[src/shared/fpu_host_defines.svh]
// Constants of the coprocessor host port: command fields, status layout.
// Assumes inclusion by bare name from any file that needs these values.
//
// Overview of operation
// - Reset aborts work, clears status and reinitializes the operand stack pointer.
// - After reset the done, fault and service outputs are low.
// - Select line and strobe choose push, pop, command entry or status read.
// - Transfers without chip select low are ignored.
// - Both strobes high and chip select low drive the wait handshake low.
// - Write starts on store strobe falling; wait rises to accept; host holds.
// - Read starts on read strobe falling; wait rises with data held while low.
// - Chip select held low keeps wait low until the next transfer.
// - Transfers may start anytime; wait stretches them and the host obeys it.
// - With done acknowledge tied low, command done is a short pulse.
// - Any selected read clears command done at the read strobe falling edge.
// - Any selected write clears command done at the store strobe rising edge.
// - Service request rises at completion only if the command enabled it.
// - Service acknowledge low or reset drives service request low.
// - Service acknowledge held low suppresses setting of service request.
// - Bus bit 0 is least significant, bit 7 most; high means one.
// - Operands enter least significant first; results leave most significant first.
// - Divide by zero, exponent overflow or underflow raise the fault flag.
// - A selected status read or reset clears the fault flag.
// - Errors may rise mid-command; a status read clears the error bits.
// - Command bit 7 enables service; the low seven bits select the operation.
// - A command written during execution waits until execution ends.
`ifndef FPU_HOST_DEFINES_SVH
`define FPU_HOST_DEFINES_SVH

// ------------------------------------------------------------
// Bus and command layout
// ------------------------------------------------------------
`define BUS_W 8
`define CMD_SVC_BIT 7
`define CMD_OP_W 7

// ------------------------------------------------------------
// Status byte layout
// ------------------------------------------------------------
`define ST_DIV0_BIT 0
`define ST_OVF_BIT 1
`define ST_UNF_BIT 2
`define ST_CORE_LSB 3
`define ST_CORE_W 4
`define ST_BUSY_BIT 7
`define ERR_W 3
`define ERR_RESET 3'h0

`endif

[src/shared/fpu_host_pkg.sv]
// Types shared by the host port, its checker, core model and bench.
// Assumes the constants header sits in the include path.
`include "fpu_host_defines.svh"

package fpu_host_pkg;

  typedef logic [`BUS_W-1:0] byte_t;
  typedef logic [`CMD_OP_W-1:0] opcode_t;
  typedef logic [`ERR_W-1:0] err_t;
  typedef logic [`ST_CORE_W-1:0] core_flags_t;

  // Host transfer sequencer states.
  typedef enum logic [2:0] {
    XF_IDLE,
    XF_WR_HOLD,
    XF_WR_ACK,
    XF_RD_FETCH,
    XF_RD_ACK
  } xfer_state_t;

endpackage

[src/shared/byte_stream_if.sv]
// Valid/ready byte stream between the host port and its buffer.
// Assumes both ends run on the same clock.
`timescale 1ns/10ps

interface byte_stream_if #(
  parameter int WIDTH = 8
);
  logic valid;
  logic ready;
  logic [WIDTH-1:0] data;

  modport src (output valid, output data, input ready);
  modport snk (input valid, input data, output ready);
endinterface

[src/design/byte_skid_buffer.sv]
// Two-entry buffer between a byte source and a stalling sink.
// Assumes one clock and an asynchronous active-low reset.
`timescale 1ns/10ps

module byte_skid_buffer #(
  parameter int WIDTH = 8,
  parameter int DEPTH = 2
) (
  input wire logic clk_i,
  input wire logic resetn_i,
  byte_stream_if.snk in_s,
  byte_stream_if.src out_s
);

  // ------------------------------------------------------------
  // Storage
  // ------------------------------------------------------------
  logic [WIDTH-1:0] mem_q [DEPTH];
  logic rd_ptr_q;
  logic wr_ptr_q;
  logic [1:0] count_q;
  logic push;
  logic pop;

  // Refuse shapes that the one-bit pointers cannot serve.
  initial begin
    if (DEPTH != 2 || WIDTH < 1) begin
      $error("byte_skid_buffer needs DEPTH 2 and WIDTH at least 1");
    end
  end

  // Handshakes come straight from the fill count.
  assign in_s.ready = (count_q != 2'h2);
  assign out_s.valid = (count_q != 2'h0);
  assign out_s.data = mem_q[rd_ptr_q];
  assign push = in_s.valid && in_s.ready;
  assign pop = out_s.valid && out_s.ready;

  // Pointers and fill count move with each accepted word.
  always_ff @(posedge clk_i or negedge resetn_i) begin
    if (!resetn_i) begin
      rd_ptr_q <= 1'b0;
      wr_ptr_q <= 1'b0;
      count_q <= 2'h0;
    end else begin
      if (push) begin
        wr_ptr_q <= ~wr_ptr_q;
      end
      if (pop) begin
        rd_ptr_q <= ~rd_ptr_q;
      end
      count_q <= count_q + {1'b0, push} - {1'b0, pop};
    end
  end

  // Words are written without reset; the count guards them.
  always_ff @(posedge clk_i) begin
    if (push) begin
      mem_q[wr_ptr_q] <= in_s.data;
    end
  end

endmodule // byte_skid_buffer

[src/design/fpu_host_bus_interface.sv]
// Host bus port of a stack floating-point coprocessor.
// Assumes host pins are asynchronous to ref_clk_i and the core shares it.
`timescale 1ns/10ps
`include "fpu_host_defines.svh"

module fpu_host_bus_interface (
  input wire logic ref_clk_i,
  input wire logic resetn_i,
  // Host pins.
  input wire logic chip_select_n_i,
  input wire logic read_strobe_n_i,
  input wire logic store_strobe_n_i,
  input wire logic cmd_data_sel_i,
  input wire fpu_host_pkg::byte_t host_bus_i,
  output fpu_host_pkg::byte_t host_bus_o,
  output logic host_bus_oe_o,
  output logic wait_handshake_o,
  output logic command_done_o,
  input wire logic done_ack_n_i,
  output logic service_request_o,
  input wire logic service_ack_n_i,
  output logic fault_flag_o,
  // Execution core side.
  output logic core_start_o,
  output fpu_host_pkg::opcode_t core_opcode_o,
  input wire logic core_done_i,
  input wire fpu_host_pkg::err_t core_err_i,
  input wire fpu_host_pkg::core_flags_t core_flags_i,
  output logic push_valid_o,
  output fpu_host_pkg::byte_t push_data_o,
  input wire logic push_ready_i,
  input wire logic pop_valid_i,
  input wire fpu_host_pkg::byte_t pop_data_i,
  output logic pop_ready_o
);
  import fpu_host_pkg::*;

  // ------------------------------------------------------------
  // Helper functions
  // ------------------------------------------------------------

  // A one-to-zero step between the previous and present sample.
  function automatic logic fell(input logic prev, input logic cur);
    fell = prev && !cur;
  endfunction

  // A zero-to-one step between the previous and present sample.
  function automatic logic rose(input logic prev, input logic cur);
    rose = !prev && cur;
  endfunction

  // ------------------------------------------------------------
  // Pin synchronisers
  // ------------------------------------------------------------
  logic [3:0] ctl_meta_q;
  logic [3:0] ctl_sync_q;
  logic [3:0] ctl_prev_q;
  byte_t bus_meta_q;
  byte_t bus_sync_q;
  logic cs_n;
  logic rd_n;
  logic wr_n;
  logic cd;
  logic rd_n_prev;
  logic wr_n_prev;

  // Every host pin passes two flops before any logic looks at it.
  always_ff @(posedge ref_clk_i or negedge resetn_i) begin
    if (!resetn_i) begin
      ctl_meta_q <= 4'hf;
      ctl_sync_q <= 4'hf;
      ctl_prev_q <= 4'hf;
    end else begin
      ctl_meta_q <= {cmd_data_sel_i, store_strobe_n_i, read_strobe_n_i,
                     chip_select_n_i};
      ctl_sync_q <= ctl_meta_q;
      ctl_prev_q <= ctl_sync_q;
    end
  end

  // Write data is synchronised alongside the strobes.
  always_ff @(posedge ref_clk_i or negedge resetn_i) begin
    if (!resetn_i) begin
      bus_meta_q <= 8'h00;
      bus_sync_q <= 8'h00;
    end else begin
      bus_meta_q <= host_bus_i;
      bus_sync_q <= bus_meta_q;
    end
  end

  assign cs_n = ctl_sync_q[0];
  assign rd_n = ctl_sync_q[1];
  assign wr_n = ctl_sync_q[2];
  assign cd = ctl_sync_q[3];
  assign rd_n_prev = ctl_prev_q[1];
  assign wr_n_prev = ctl_prev_q[2];

  // ------------------------------------------------------------
  // Transfer decode
  // ------------------------------------------------------------
  logic wr_start;
  logic rd_start;
  logic wr_end;

  // A transfer only counts while chip select is low.
  assign wr_start = !cs_n && fell(wr_n_prev, wr_n) && rd_n;
  assign rd_start = !cs_n && fell(rd_n_prev, rd_n) && wr_n;
  assign wr_end = !cs_n && rose(wr_n_prev, wr_n);

  // ------------------------------------------------------------
  // Push path buffer
  // ------------------------------------------------------------
  byte_stream_if #(.WIDTH(`BUS_W)) push_in ();
  byte_stream_if #(.WIDTH(`BUS_W)) push_out ();

  byte_skid_buffer #(
    .WIDTH(`BUS_W),
    .DEPTH(2)
  ) u_push_buf (
    .clk_i(ref_clk_i),
    .resetn_i(resetn_i),
    .in_s(push_in.snk),
    .out_s(push_out.src)
  );

  // Bytes leave in arrival order, least significant first.
  assign push_valid_o = push_out.valid;
  assign push_data_o = push_out.data;
  assign push_out.ready = push_ready_i;

  // ------------------------------------------------------------
  // Transfer sequencer
  // ------------------------------------------------------------
  xfer_state_t state_q;
  logic hold_cd_q;
  byte_t wr_data_q;
  byte_t rd_data_q;
  logic oe_q;
  logic busy_q;
  logic svc_en_q;
  logic start_q;
  opcode_t opcode_q;
  logic cmd_ok;
  logic push_ok;
  err_t err_q;
  byte_t status_byte;

  // A command waits for the running one; a push waits for buffer room.
  assign cmd_ok = hold_cd_q && !busy_q;
  assign push_ok = !hold_cd_q && push_in.ready;
  assign push_in.valid = (state_q == XF_WR_HOLD) && push_ok;
  assign push_in.data = wr_data_q;
  assign pop_ready_o = (state_q == XF_RD_FETCH) && !hold_cd_q;

  // Status byte shows busy, core flags and sticky error bits.
  always_comb begin
    status_byte = 8'h00;
    status_byte[`ST_BUSY_BIT] = busy_q;
    status_byte[`ST_CORE_LSB +: `ST_CORE_W] = core_flags_i;
    status_byte[`ST_DIV0_BIT +: `ERR_W] = err_q;
  end

  // The sequencer walks each host transfer to its acknowledge.
  always_ff @(posedge ref_clk_i or negedge resetn_i) begin
    if (!resetn_i) begin
      state_q <= XF_IDLE;
      hold_cd_q <= 1'b0;
      wr_data_q <= 8'h00;
    end else begin
      case (state_q)
        XF_IDLE: begin
          if (wr_start) begin
            hold_cd_q <= cd;
            wr_data_q <= bus_sync_q;
            state_q <= XF_WR_HOLD;
          end else if (rd_start) begin
            hold_cd_q <= cd;
            state_q <= cd ? XF_RD_ACK : XF_RD_FETCH;
          end
        end
        XF_WR_HOLD: begin
          if (cmd_ok || push_ok) begin
            state_q <= XF_WR_ACK;
          end
        end
        XF_WR_ACK: begin
          if (wr_n) begin
            state_q <= XF_IDLE;
          end
        end
        XF_RD_FETCH: begin
          if (pop_valid_i) begin
            state_q <= XF_RD_ACK;
          end
        end
        XF_RD_ACK: begin
          if (rd_n) begin
            state_q <= XF_IDLE;
          end
        end
        default: begin
          state_q <= XF_IDLE;
        end
      endcase
    end
  end

  // Read data is captured once and held while the strobe stays low.
  always_ff @(posedge ref_clk_i or negedge resetn_i) begin
    if (!resetn_i) begin
      rd_data_q <= 8'h00;
      oe_q <= 1'b0;
    end else begin
      if (state_q == XF_IDLE && rd_start && cd) begin
        rd_data_q <= status_byte;
        oe_q <= 1'b1;
      end else if (state_q == XF_RD_FETCH && pop_valid_i) begin
        rd_data_q <= pop_data_i;
        oe_q <= 1'b1;
      end else if (state_q == XF_RD_ACK && rd_n) begin
        oe_q <= 1'b0;
      end
    end
  end

  assign host_bus_o = rd_data_q;
  assign host_bus_oe_o = oe_q;

  // ------------------------------------------------------------
  // Wait handshake
  // ------------------------------------------------------------

  // Low whenever selected and not acknowledging; high once accepted.
  always_comb begin
    wait_handshake_o = 1'b1;
    if (!cs_n) begin
      wait_handshake_o = 1'b0;
    end
    if (state_q == XF_WR_ACK || state_q == XF_RD_ACK) begin
      wait_handshake_o = 1'b1;
    end
  end

  // ------------------------------------------------------------
  // Command issue to the core
  // ------------------------------------------------------------

  // A start pulse carries the opcode; bit 7 is kept as the service enable.
  always_ff @(posedge ref_clk_i or negedge resetn_i) begin
    if (!resetn_i) begin
      start_q <= 1'b0;
      opcode_q <= 7'h00;
      svc_en_q <= 1'b0;
    end else begin
      start_q <= 1'b0;
      if (state_q == XF_WR_HOLD && cmd_ok) begin
        start_q <= 1'b1;
        opcode_q <= wr_data_q[`CMD_OP_W-1:0];
        svc_en_q <= wr_data_q[`CMD_SVC_BIT];
      end
    end
  end

  // Busy spans from the start pulse to the core's completion.
  always_ff @(posedge ref_clk_i or negedge resetn_i) begin
    if (!resetn_i) begin
      busy_q <= 1'b0;
    end else if (state_q == XF_WR_HOLD && cmd_ok) begin
      busy_q <= 1'b1;
    end else if (core_done_i) begin
      busy_q <= 1'b0;
    end
  end

  assign core_start_o = start_q;
  assign core_opcode_o = opcode_q;

  // ------------------------------------------------------------
  // Host flags
  // ------------------------------------------------------------
  logic done_q;
  logic svc_q;
  logic fault_q;
  logic status_rd;
  logic ack_done_n;
  logic ack_svc_n;
  logic err_hit;

  assign status_rd = rd_start && cd;
  assign err_hit = |core_err_i;

  // Acknowledge pins are synchronised like every other pin.
  logic [1:0] ack_meta_q;
  logic [1:0] ack_sync_q;
  always_ff @(posedge ref_clk_i or negedge resetn_i) begin
    if (!resetn_i) begin
      ack_meta_q <= 2'h3;
      ack_sync_q <= 2'h3;
    end else begin
      ack_meta_q <= {service_ack_n_i, done_ack_n_i};
      ack_sync_q <= ack_meta_q;
    end
  end
  assign ack_done_n = ack_sync_q[0];
  assign ack_svc_n = ack_sync_q[1];

  // Done sets on completion; ack, reads and writes clear it, set wins.
  always_ff @(posedge ref_clk_i or negedge resetn_i) begin
    if (!resetn_i) begin
      done_q <= 1'b0;
    end else if (busy_q && core_done_i) begin
      done_q <= 1'b1;
    end else if (!ack_done_n) begin
      done_q <= 1'b0;
    end else if (rd_start) begin
      done_q <= 1'b0;
    end else if (wr_end && state_q == XF_WR_ACK) begin
      done_q <= 1'b0;
    end
  end

  // Service request needs the enable bit; a low ack blocks setting.
  always_ff @(posedge ref_clk_i or negedge resetn_i) begin
    if (!resetn_i) begin
      svc_q <= 1'b0;
    end else if (!ack_svc_n) begin
      svc_q <= 1'b0;
    end else if (busy_q && core_done_i && svc_en_q) begin
      svc_q <= 1'b1;
    end
  end

  // Error bits collect mid-command; a status read clears them.
  always_ff @(posedge ref_clk_i or negedge resetn_i) begin
    if (!resetn_i) begin
      err_q <= `ERR_RESET;
    end else if (err_hit) begin
      err_q <= err_q | core_err_i;
    end else if (status_rd) begin
      err_q <= `ERR_RESET;
    end
  end

  // Fault follows any error event until a status read.
  always_ff @(posedge ref_clk_i or negedge resetn_i) begin
    if (!resetn_i) begin
      fault_q <= 1'b0;
    end else if (err_hit) begin
      fault_q <= 1'b1;
    end else if (status_rd) begin
      fault_q <= 1'b0;
    end
  end

  assign command_done_o = done_q;
  assign service_request_o = svc_q;
  assign fault_flag_o = fault_q;

endmodule // fpu_host_bus_interface

[config.mk]
export PLATFORM = sky130hd
export DESIGN_NAME = fpu_host_bus_interface
export DESIGN_NICKNAME = d
export VERILOG_FILES = /design/src/shared/fpu_host_pkg.sv /design/src/shared/byte_stream_if.sv /design/src/design/byte_skid_buffer.sv /design/src/design/fpu_host_bus_interface.sv
export VERILOG_INCLUDE_DIRS = /design/src /design/src/shared
export SDC_FILE = /design/constraint.sdc
export NUM_CORES = 1
export LEC_CHECK = 0
export ABC_AREA = 1
export BUFFER_PORTS_ARGS = -buffer_cell sky130_fd_sc_hd__buf_2
export CORE_MARGIN = 4
export CORE_UTILIZATION = 44
export DETAILED_ROUTE_END_ITERATION = 12
export PLACE_DENSITY = 0.78
export SYNTH_ARGS = -nofsm -noshare
export SYNTH_HDL_FRONTEND = slang
export SYNTH_HIERARCHICAL = 1
export SYNTH_SLANG_ARGS = --single-unit
export TNS_END_PERCENT = 1
[constraint.sdc]
create_clock -name ref_clk_i -period 1.6 [get_ports ref_clk_i]
set_input_delay 0.08 -clock ref_clk_i [delete_from_list [all_inputs] [get_ports ref_clk_i]]
set_output_delay 0.08 -clock ref_clk_i [all_outputs]
set_load 0.05 [all_outputs]
; ---- Yosys cells after proc, flatten, opt, wreduce, memory -nomap -nowiden
; Memory sizes are Yosys's and may differ from the RTL's.
; Index checks and enable logic that the tools add are counted.
; W data, S select, Z words.
[word_totals]
ff_bits = 72
ramBits = 16
out_inout_bits = 31
wordCells = 115
n_memories = 1
[mem_list]
columns = memory, words, word_bits, read_ports, rd_clocked_by_memory_dff, write_ports, line_no
row1 = u_push_buf.mem_q, 2, 8, 1, 0, 1, byte_skid_buffer.sv:18  ; logic [WIDTH-1:0] mem_q [DEPTH];
[op_classes]
addsub = 2
eq_ne = 12
mux = 32
bitwise_logic = 3
n_reduce_logical = 42
[op_table]
columns = operator, count
row1 = $mux W3, 9
row2 = $logic_and A1 B1 Y1, 23
row3 = $mux W1, 20
row4 = $mux W8, 2
row5 = $pmux W3 S5, 1
row6 = $reduce_bool A2 Y1, 5
row7 = $ne A2 B2 Y1 const B, 4
row8 = $eq A3 B2 Y1 const B, 2
row9 = $logic_not A1 Y1, 6
row10 = $reduce_and A5 Y1, 1
row11 = $ne A2 B1 Y1 const B, 2
row12 = $ne A4 B2 Y1 const B, 1
row13 = $reduce_and A2 Y1, 2
row14 = $eq A3 B1 Y1 const B, 1
row15 = $eq A3 B3 Y1 const B, 1
row16 = $logic_not A3 Y1, 1
row17 = $ne A3 B3 Y1 const B, 1
row18 = $or A3 B3 Y3, 1
row19 = $reduce_bool A3 Y1, 1
row20 = $reduce_or A3 Y1, 1
row21 = $add A2 B1 Y2, 1
row22 = $logic_or A1 B1 Y1, 2
row23 = $not A1 Y1, 2
row24 = $sub A2 B1 Y2, 1

; ---- Logic depth before layout (Yosys ltp)
[depth]
word_depth = 8
mapped_depth = 11
ltp_nobuf = 11

; ---- By module
; The synthesis kept the hierarchy.
[modules_own_cells]
columns = module, instances, cells_each, area_each_um2
row1 = fpu_host_bus_interface, 1, 225, 2488.6
row2 = byte_skid_buffer, 1, 73, 828.3

; ---- Least setup slack after synthesis
; No wires, ideal clock.
[synth_path]
path_kind = reg2reg
start = register state_q[2]
end = memory u_push_buf.mem_q[1][0], enable pin
setup_time_ns = 0.370
arrival_ns = 1.318
setup_slack_ns = -0.088
path_stages_with_launch = 6
n_path_buf = 0
path_cell_list = dfrtp_1 -> inv_1 -> nand3_2 -> nor2_1 -> nand2_4 -> nor2_1
[synth_via]
elab_chain_cells = 5
[synth_rtl]
columns = element, line_no
row1 = start: declaration, fpu_host_bus_interface.sv:135  ; xfer_state_t state_q;
row2 = start signal: assignment, fpu_host_bus_interface.sv:179  ; state_q <= cd ? XF_RD_ACK : XF_RD_FETCH;
row3 = $eq A3 B1 Y1, fpu_host_bus_interface.sv:152  ; assign push_in.valid = (state_q == XF_WR_HOLD) && push_ok;
row4 = $logic_and A1 B1 Y1, fpu_host_bus_interface.sv:152
row5 = net push_in.valid, byte_stream_if.sv:8  ; logic valid;
row6 = $logic_and A1 B1 Y1, byte_skid_buffer.sv:36  ; assign push = in_s.valid && in_s.ready;
row7 = $mux W1, byte_skid_buffer.sv:58  ; if (push) begin
row8 = $mux W1 (not written as such), byte_skid_buffer.sv:59  ; mem_q[wr_ptr_q] <= in_s.data;
row9 = end: declaration, byte_skid_buffer.sv:18
; The timed path passes the listed nets, and every way through them passes these cells.

; ---- Final worst setup path
[layout_path]
start = register u_push_buf.count_q[1]
end = register u_push_buf.count_q[1]
[layout_via]
elab_cells_between_ends = 8
[layout_rtl]
columns = element, line_no
row1 = start: declaration, byte_skid_buffer.sv:21  ; logic [1:0] count_q;
row2 = start signal: assignment, byte_skid_buffer.sv:52  ; count_q <= count_q + {1'b0, push} - {1'b0, pop};
row3 = $reduce_bool A2 Y1, byte_skid_buffer.sv:34  ; assign out_s.valid = (count_q != 2'h0);
row4 = $logic_and A1 B1 Y1, byte_skid_buffer.sv:37  ; assign pop = out_s.valid && out_s.ready;
row5 = net u_push_buf.pop, byte_skid_buffer.sv:23  ; logic pop;
row6 = $sub A2 B1 Y2, byte_skid_buffer.sv:52
; The timed path passes the listed nets, and every way through them passes these cells.
; A chain may end at the register's enable or synchronous reset.

==> impl_metrics.ini <==
[timing]
worst_hold_slack_ns = 0.0158
period_share = 0.983
worst_pin_slew_ns = 0.490
setup_violations = 0
grt_setup_unrepaired = yes
finalMaxSlewViolations = 0
hold_viol_final = 0
max_slew_margin = 0.671
finalSetupTns_ns = 0
fmax_mhz = 636
finClkSkew_ns = 0.0166
fin_crit_ns = 1.57

[setup_path]
end_kind = flop
cp_max_fo = 3
crit_required_ns = 1.85
slowest_delay_ns = 0.42
path_cells = buf_4 > inv_2 > nand2_2 > nand2_2 > inv_1 > ha_1 > inv_2 > ha_2 > inv_1 > nand2_1 > nand2_1
arrival_ns = 1.82
path_class = reg2reg
startpoint_type = flop
crit_slowest_cell = dfrtp_1

[layout]
nNetsFinal = 448
instances_no_fill = 516
seqCellArea_um2 = 2270
final_common_cell = nand2_1
fin_area_um2 = 4400
fillCellCount = 617
multiInputGateArea_um2 = 895
insertedDiodeCount = 0
mostFrequentLayoutCells = 65 x nand2_1, 62 x buf_2, 57 x dfrtp_1
area_delta_synth_final_pct = 32.7
layout-drive-gt1-share = 0.341

[global_routing]
grt_overflow_total = 0
grtUsageTotal = 0.169
antenna_found_initial = 0
grt_pass1_vias = 2453
grt_max_degree = 72
grt_pass1_wl_um = 11300

[die]
top_level_ports = 65
core_um2 = 7290
initial_core_util = 0.455
die_x_um = 94.8
die-height_um = 94.8
die-area_um2 = 8990
num_rows = 31

[yosys]
ys_ff_latch = 87
yosysSeqAreaShare = 0.686
synthTopCellsByArea = dfrtp_1 43%, edfxtp_1 14%, dfstp_2 11%, nand2_1 7.5%, nand3_1 4.1%
synthFlopType = dfrtp_1
yosys.area.top_type_share = 0.430
ys_warn_count = 6
synth-edff-count = 16
yosys.area.top_type = dfrtp_1
synth.distinct_cells = 30
syn-instance-count = 298
synthArstFlopShare = 0.816
avgSynthCellArea_um2 = 11.1
netlist_area_um2 = 3320
synth_nets = 334

[route]
wl_um = 6840
vias_per_cell = 4.75
dr.pass1.iters = 4
wl_per_cell_um = 13.2
drt_iter0_drc = 105
drc_errors = 0
ant_nets = 0
via_count = 2450

[power_and_ir_drop]
power_density_nw_per_um2 = 1860
swShare = 0.426
p_leak_nw = 2.12
power_frac_seq = 0.392
combPwrFrac = 0.401
intPower_mw = 4.70
ir_drop_uv = 1170
clockPowerShare = 0.207
p_sw_mw = 3.48

[placement]
dp_hpwl_um = 4390
port-buffer-count = 64
dp.cells = 467
placed_area_um2 = 3810
gp_congestion = 0.798

[clock_tree]
htreeDepth = 3
clk_pin_slew_ns = 0.09
clockBufferDepth = 2
cts_num_sinks = 87
cts_root_buf = clkbuf_8
cts_buffers = 9
cts_tree = done
clkLatencyLatePin_ns = 0.35

[min_path]
hp-class = in2reg

[flow_run]
cap_viol_max_count = 0

[status]
outcome = complete, no violations
[final cells by class]
cell class,instances,share of cell area
clock buffer,9,0.0281
clock inverter,7,0.0233
inverter,33,0.0293
multi-input combinational,172,0.203
sequential,87,0.517
tap,99,0.0281
timing repair buffer,109,0.171
[through the flow]
stage	total power, mW	util	worst slack (ns)
after floorplan	5.49	-	-0.0502
after global placement	6.19	0.522	0.0171
after detailed placement	6.28	0.522	-0.0805
after CTS	8.07	0.596	-0.00246
after global routing	8.66	0.603	-0.0711
final	8.18	0.603	0.0272
[timing repair]
item / 4_1_cts / 5_1_grt
cloned: 0 / 0
pin swaps: 0 / 3
setup endpoints to repair: 16 / 21
hold endpoints to repair: 84 / 0
buffers inserted: 0 / 4
hold buffers: 29 / 0
gates resized for setup: 4 / 11
[sequential cells by signal (all words and copies together) (netlist names), 2 cells and up]
signal and count:
host_bus_o 8, ctl_meta_q 4, u_push_buf/count_q 2, ctl_sync_q 4, ack_sync_q 2, bus_sync_q 8, ctl_prev_q 2, err_q 3
push_in.data 8, state_q 3, bus_meta_q 8, u_push_buf/mem_q 16, ack_meta_q 2, core_opcode_o 7
[cell usage after synthesis (2+ instances only)]
cell / instances
inv_2: 4
nand2_1: 66
buf_6: 4
nand3_1: 27
dfstp_2: 14
a21oi_1: 8
o21ai_1: 3
nor3_1: 2
ha_1: 2
dfrtp_1: 57
nand4_1: 9
nand3_2: 2
nand2_4: 2
inv_1: 26
edfxtp_1: 16
o21ai_2: 6
o21ai_0: 4
nand2_2: 5
inv_4: 2
nor2_1: 29
[worst paths after layout]
kind,from,end,slack [ns],depth (start not counted)
worst max register to register,u_push_buf/count_q[1],u_push_buf/count_q[1],0.03,11
min in group asynchronous,resetn_i,fault_flag_o,0.28,3
worst max-delay path,u_push_buf/count_q[1],u_push_buf/count_q[1],0.03,11
max in group asynchronous,resetn_i,ctl_prev_q[1],0.97,3
worst min register to register,bus_meta_q[5],bus_sync_q[5],0.33,0
worst min-delay path,core_flags_i[0],host_bus_o[3],0.02,3
[power groups by stage]
stage | Sequential (mW) | Combinational, mW | Clock [mW]
6_report | 3.21 | 3.28 | 1.70
5_1_grt | 3.27 | 3.55 | 1.84
4_1_cts | 3.20 | 3.14 | 1.73
3_5_place_dp | 3.24 | 3.04 | 0
3_3_place_gp | 3.21 | 2.98 | 0
2_1_floorplan | 3.87 | 1.62 | 0
[worst max-delay path: cells and delay by family, from the launching register on]
family	cells	cell delay (ns)
buffers and inverters	5	0.36
flip-flops	1	0.42
adder cells (fa/ha/maj)	2	0.47
AND/OR/NAND/NOR	4	0.24
[layer usage]
layer / vias to the layer above / track usage / share of wire
li1: 1189 / - / -
met1: 1170 / 0.210 / 0.43
met2: 78 / 0.280 / 0.50
met3: 13 / 0.0414 / 0.055
met4: 0 / 0.0745 / 0.019
met5: - / 0 / 0
[kinds of logic (layout without fill, tap and decap cells)]
group / after synthesis / after routing / synth area share
DFF: 87 / 87 / 0.686
and+or+nand+nor: 146 / 146 / 0.201
AOI/OAI and AO/OA: 24 / 24 / 0.0494
adders and majority gates: 2 / 2 / 0.00754
buffers and inverters: 39 / 158 / 0.0558
Power figures use the tool's default switching activity.
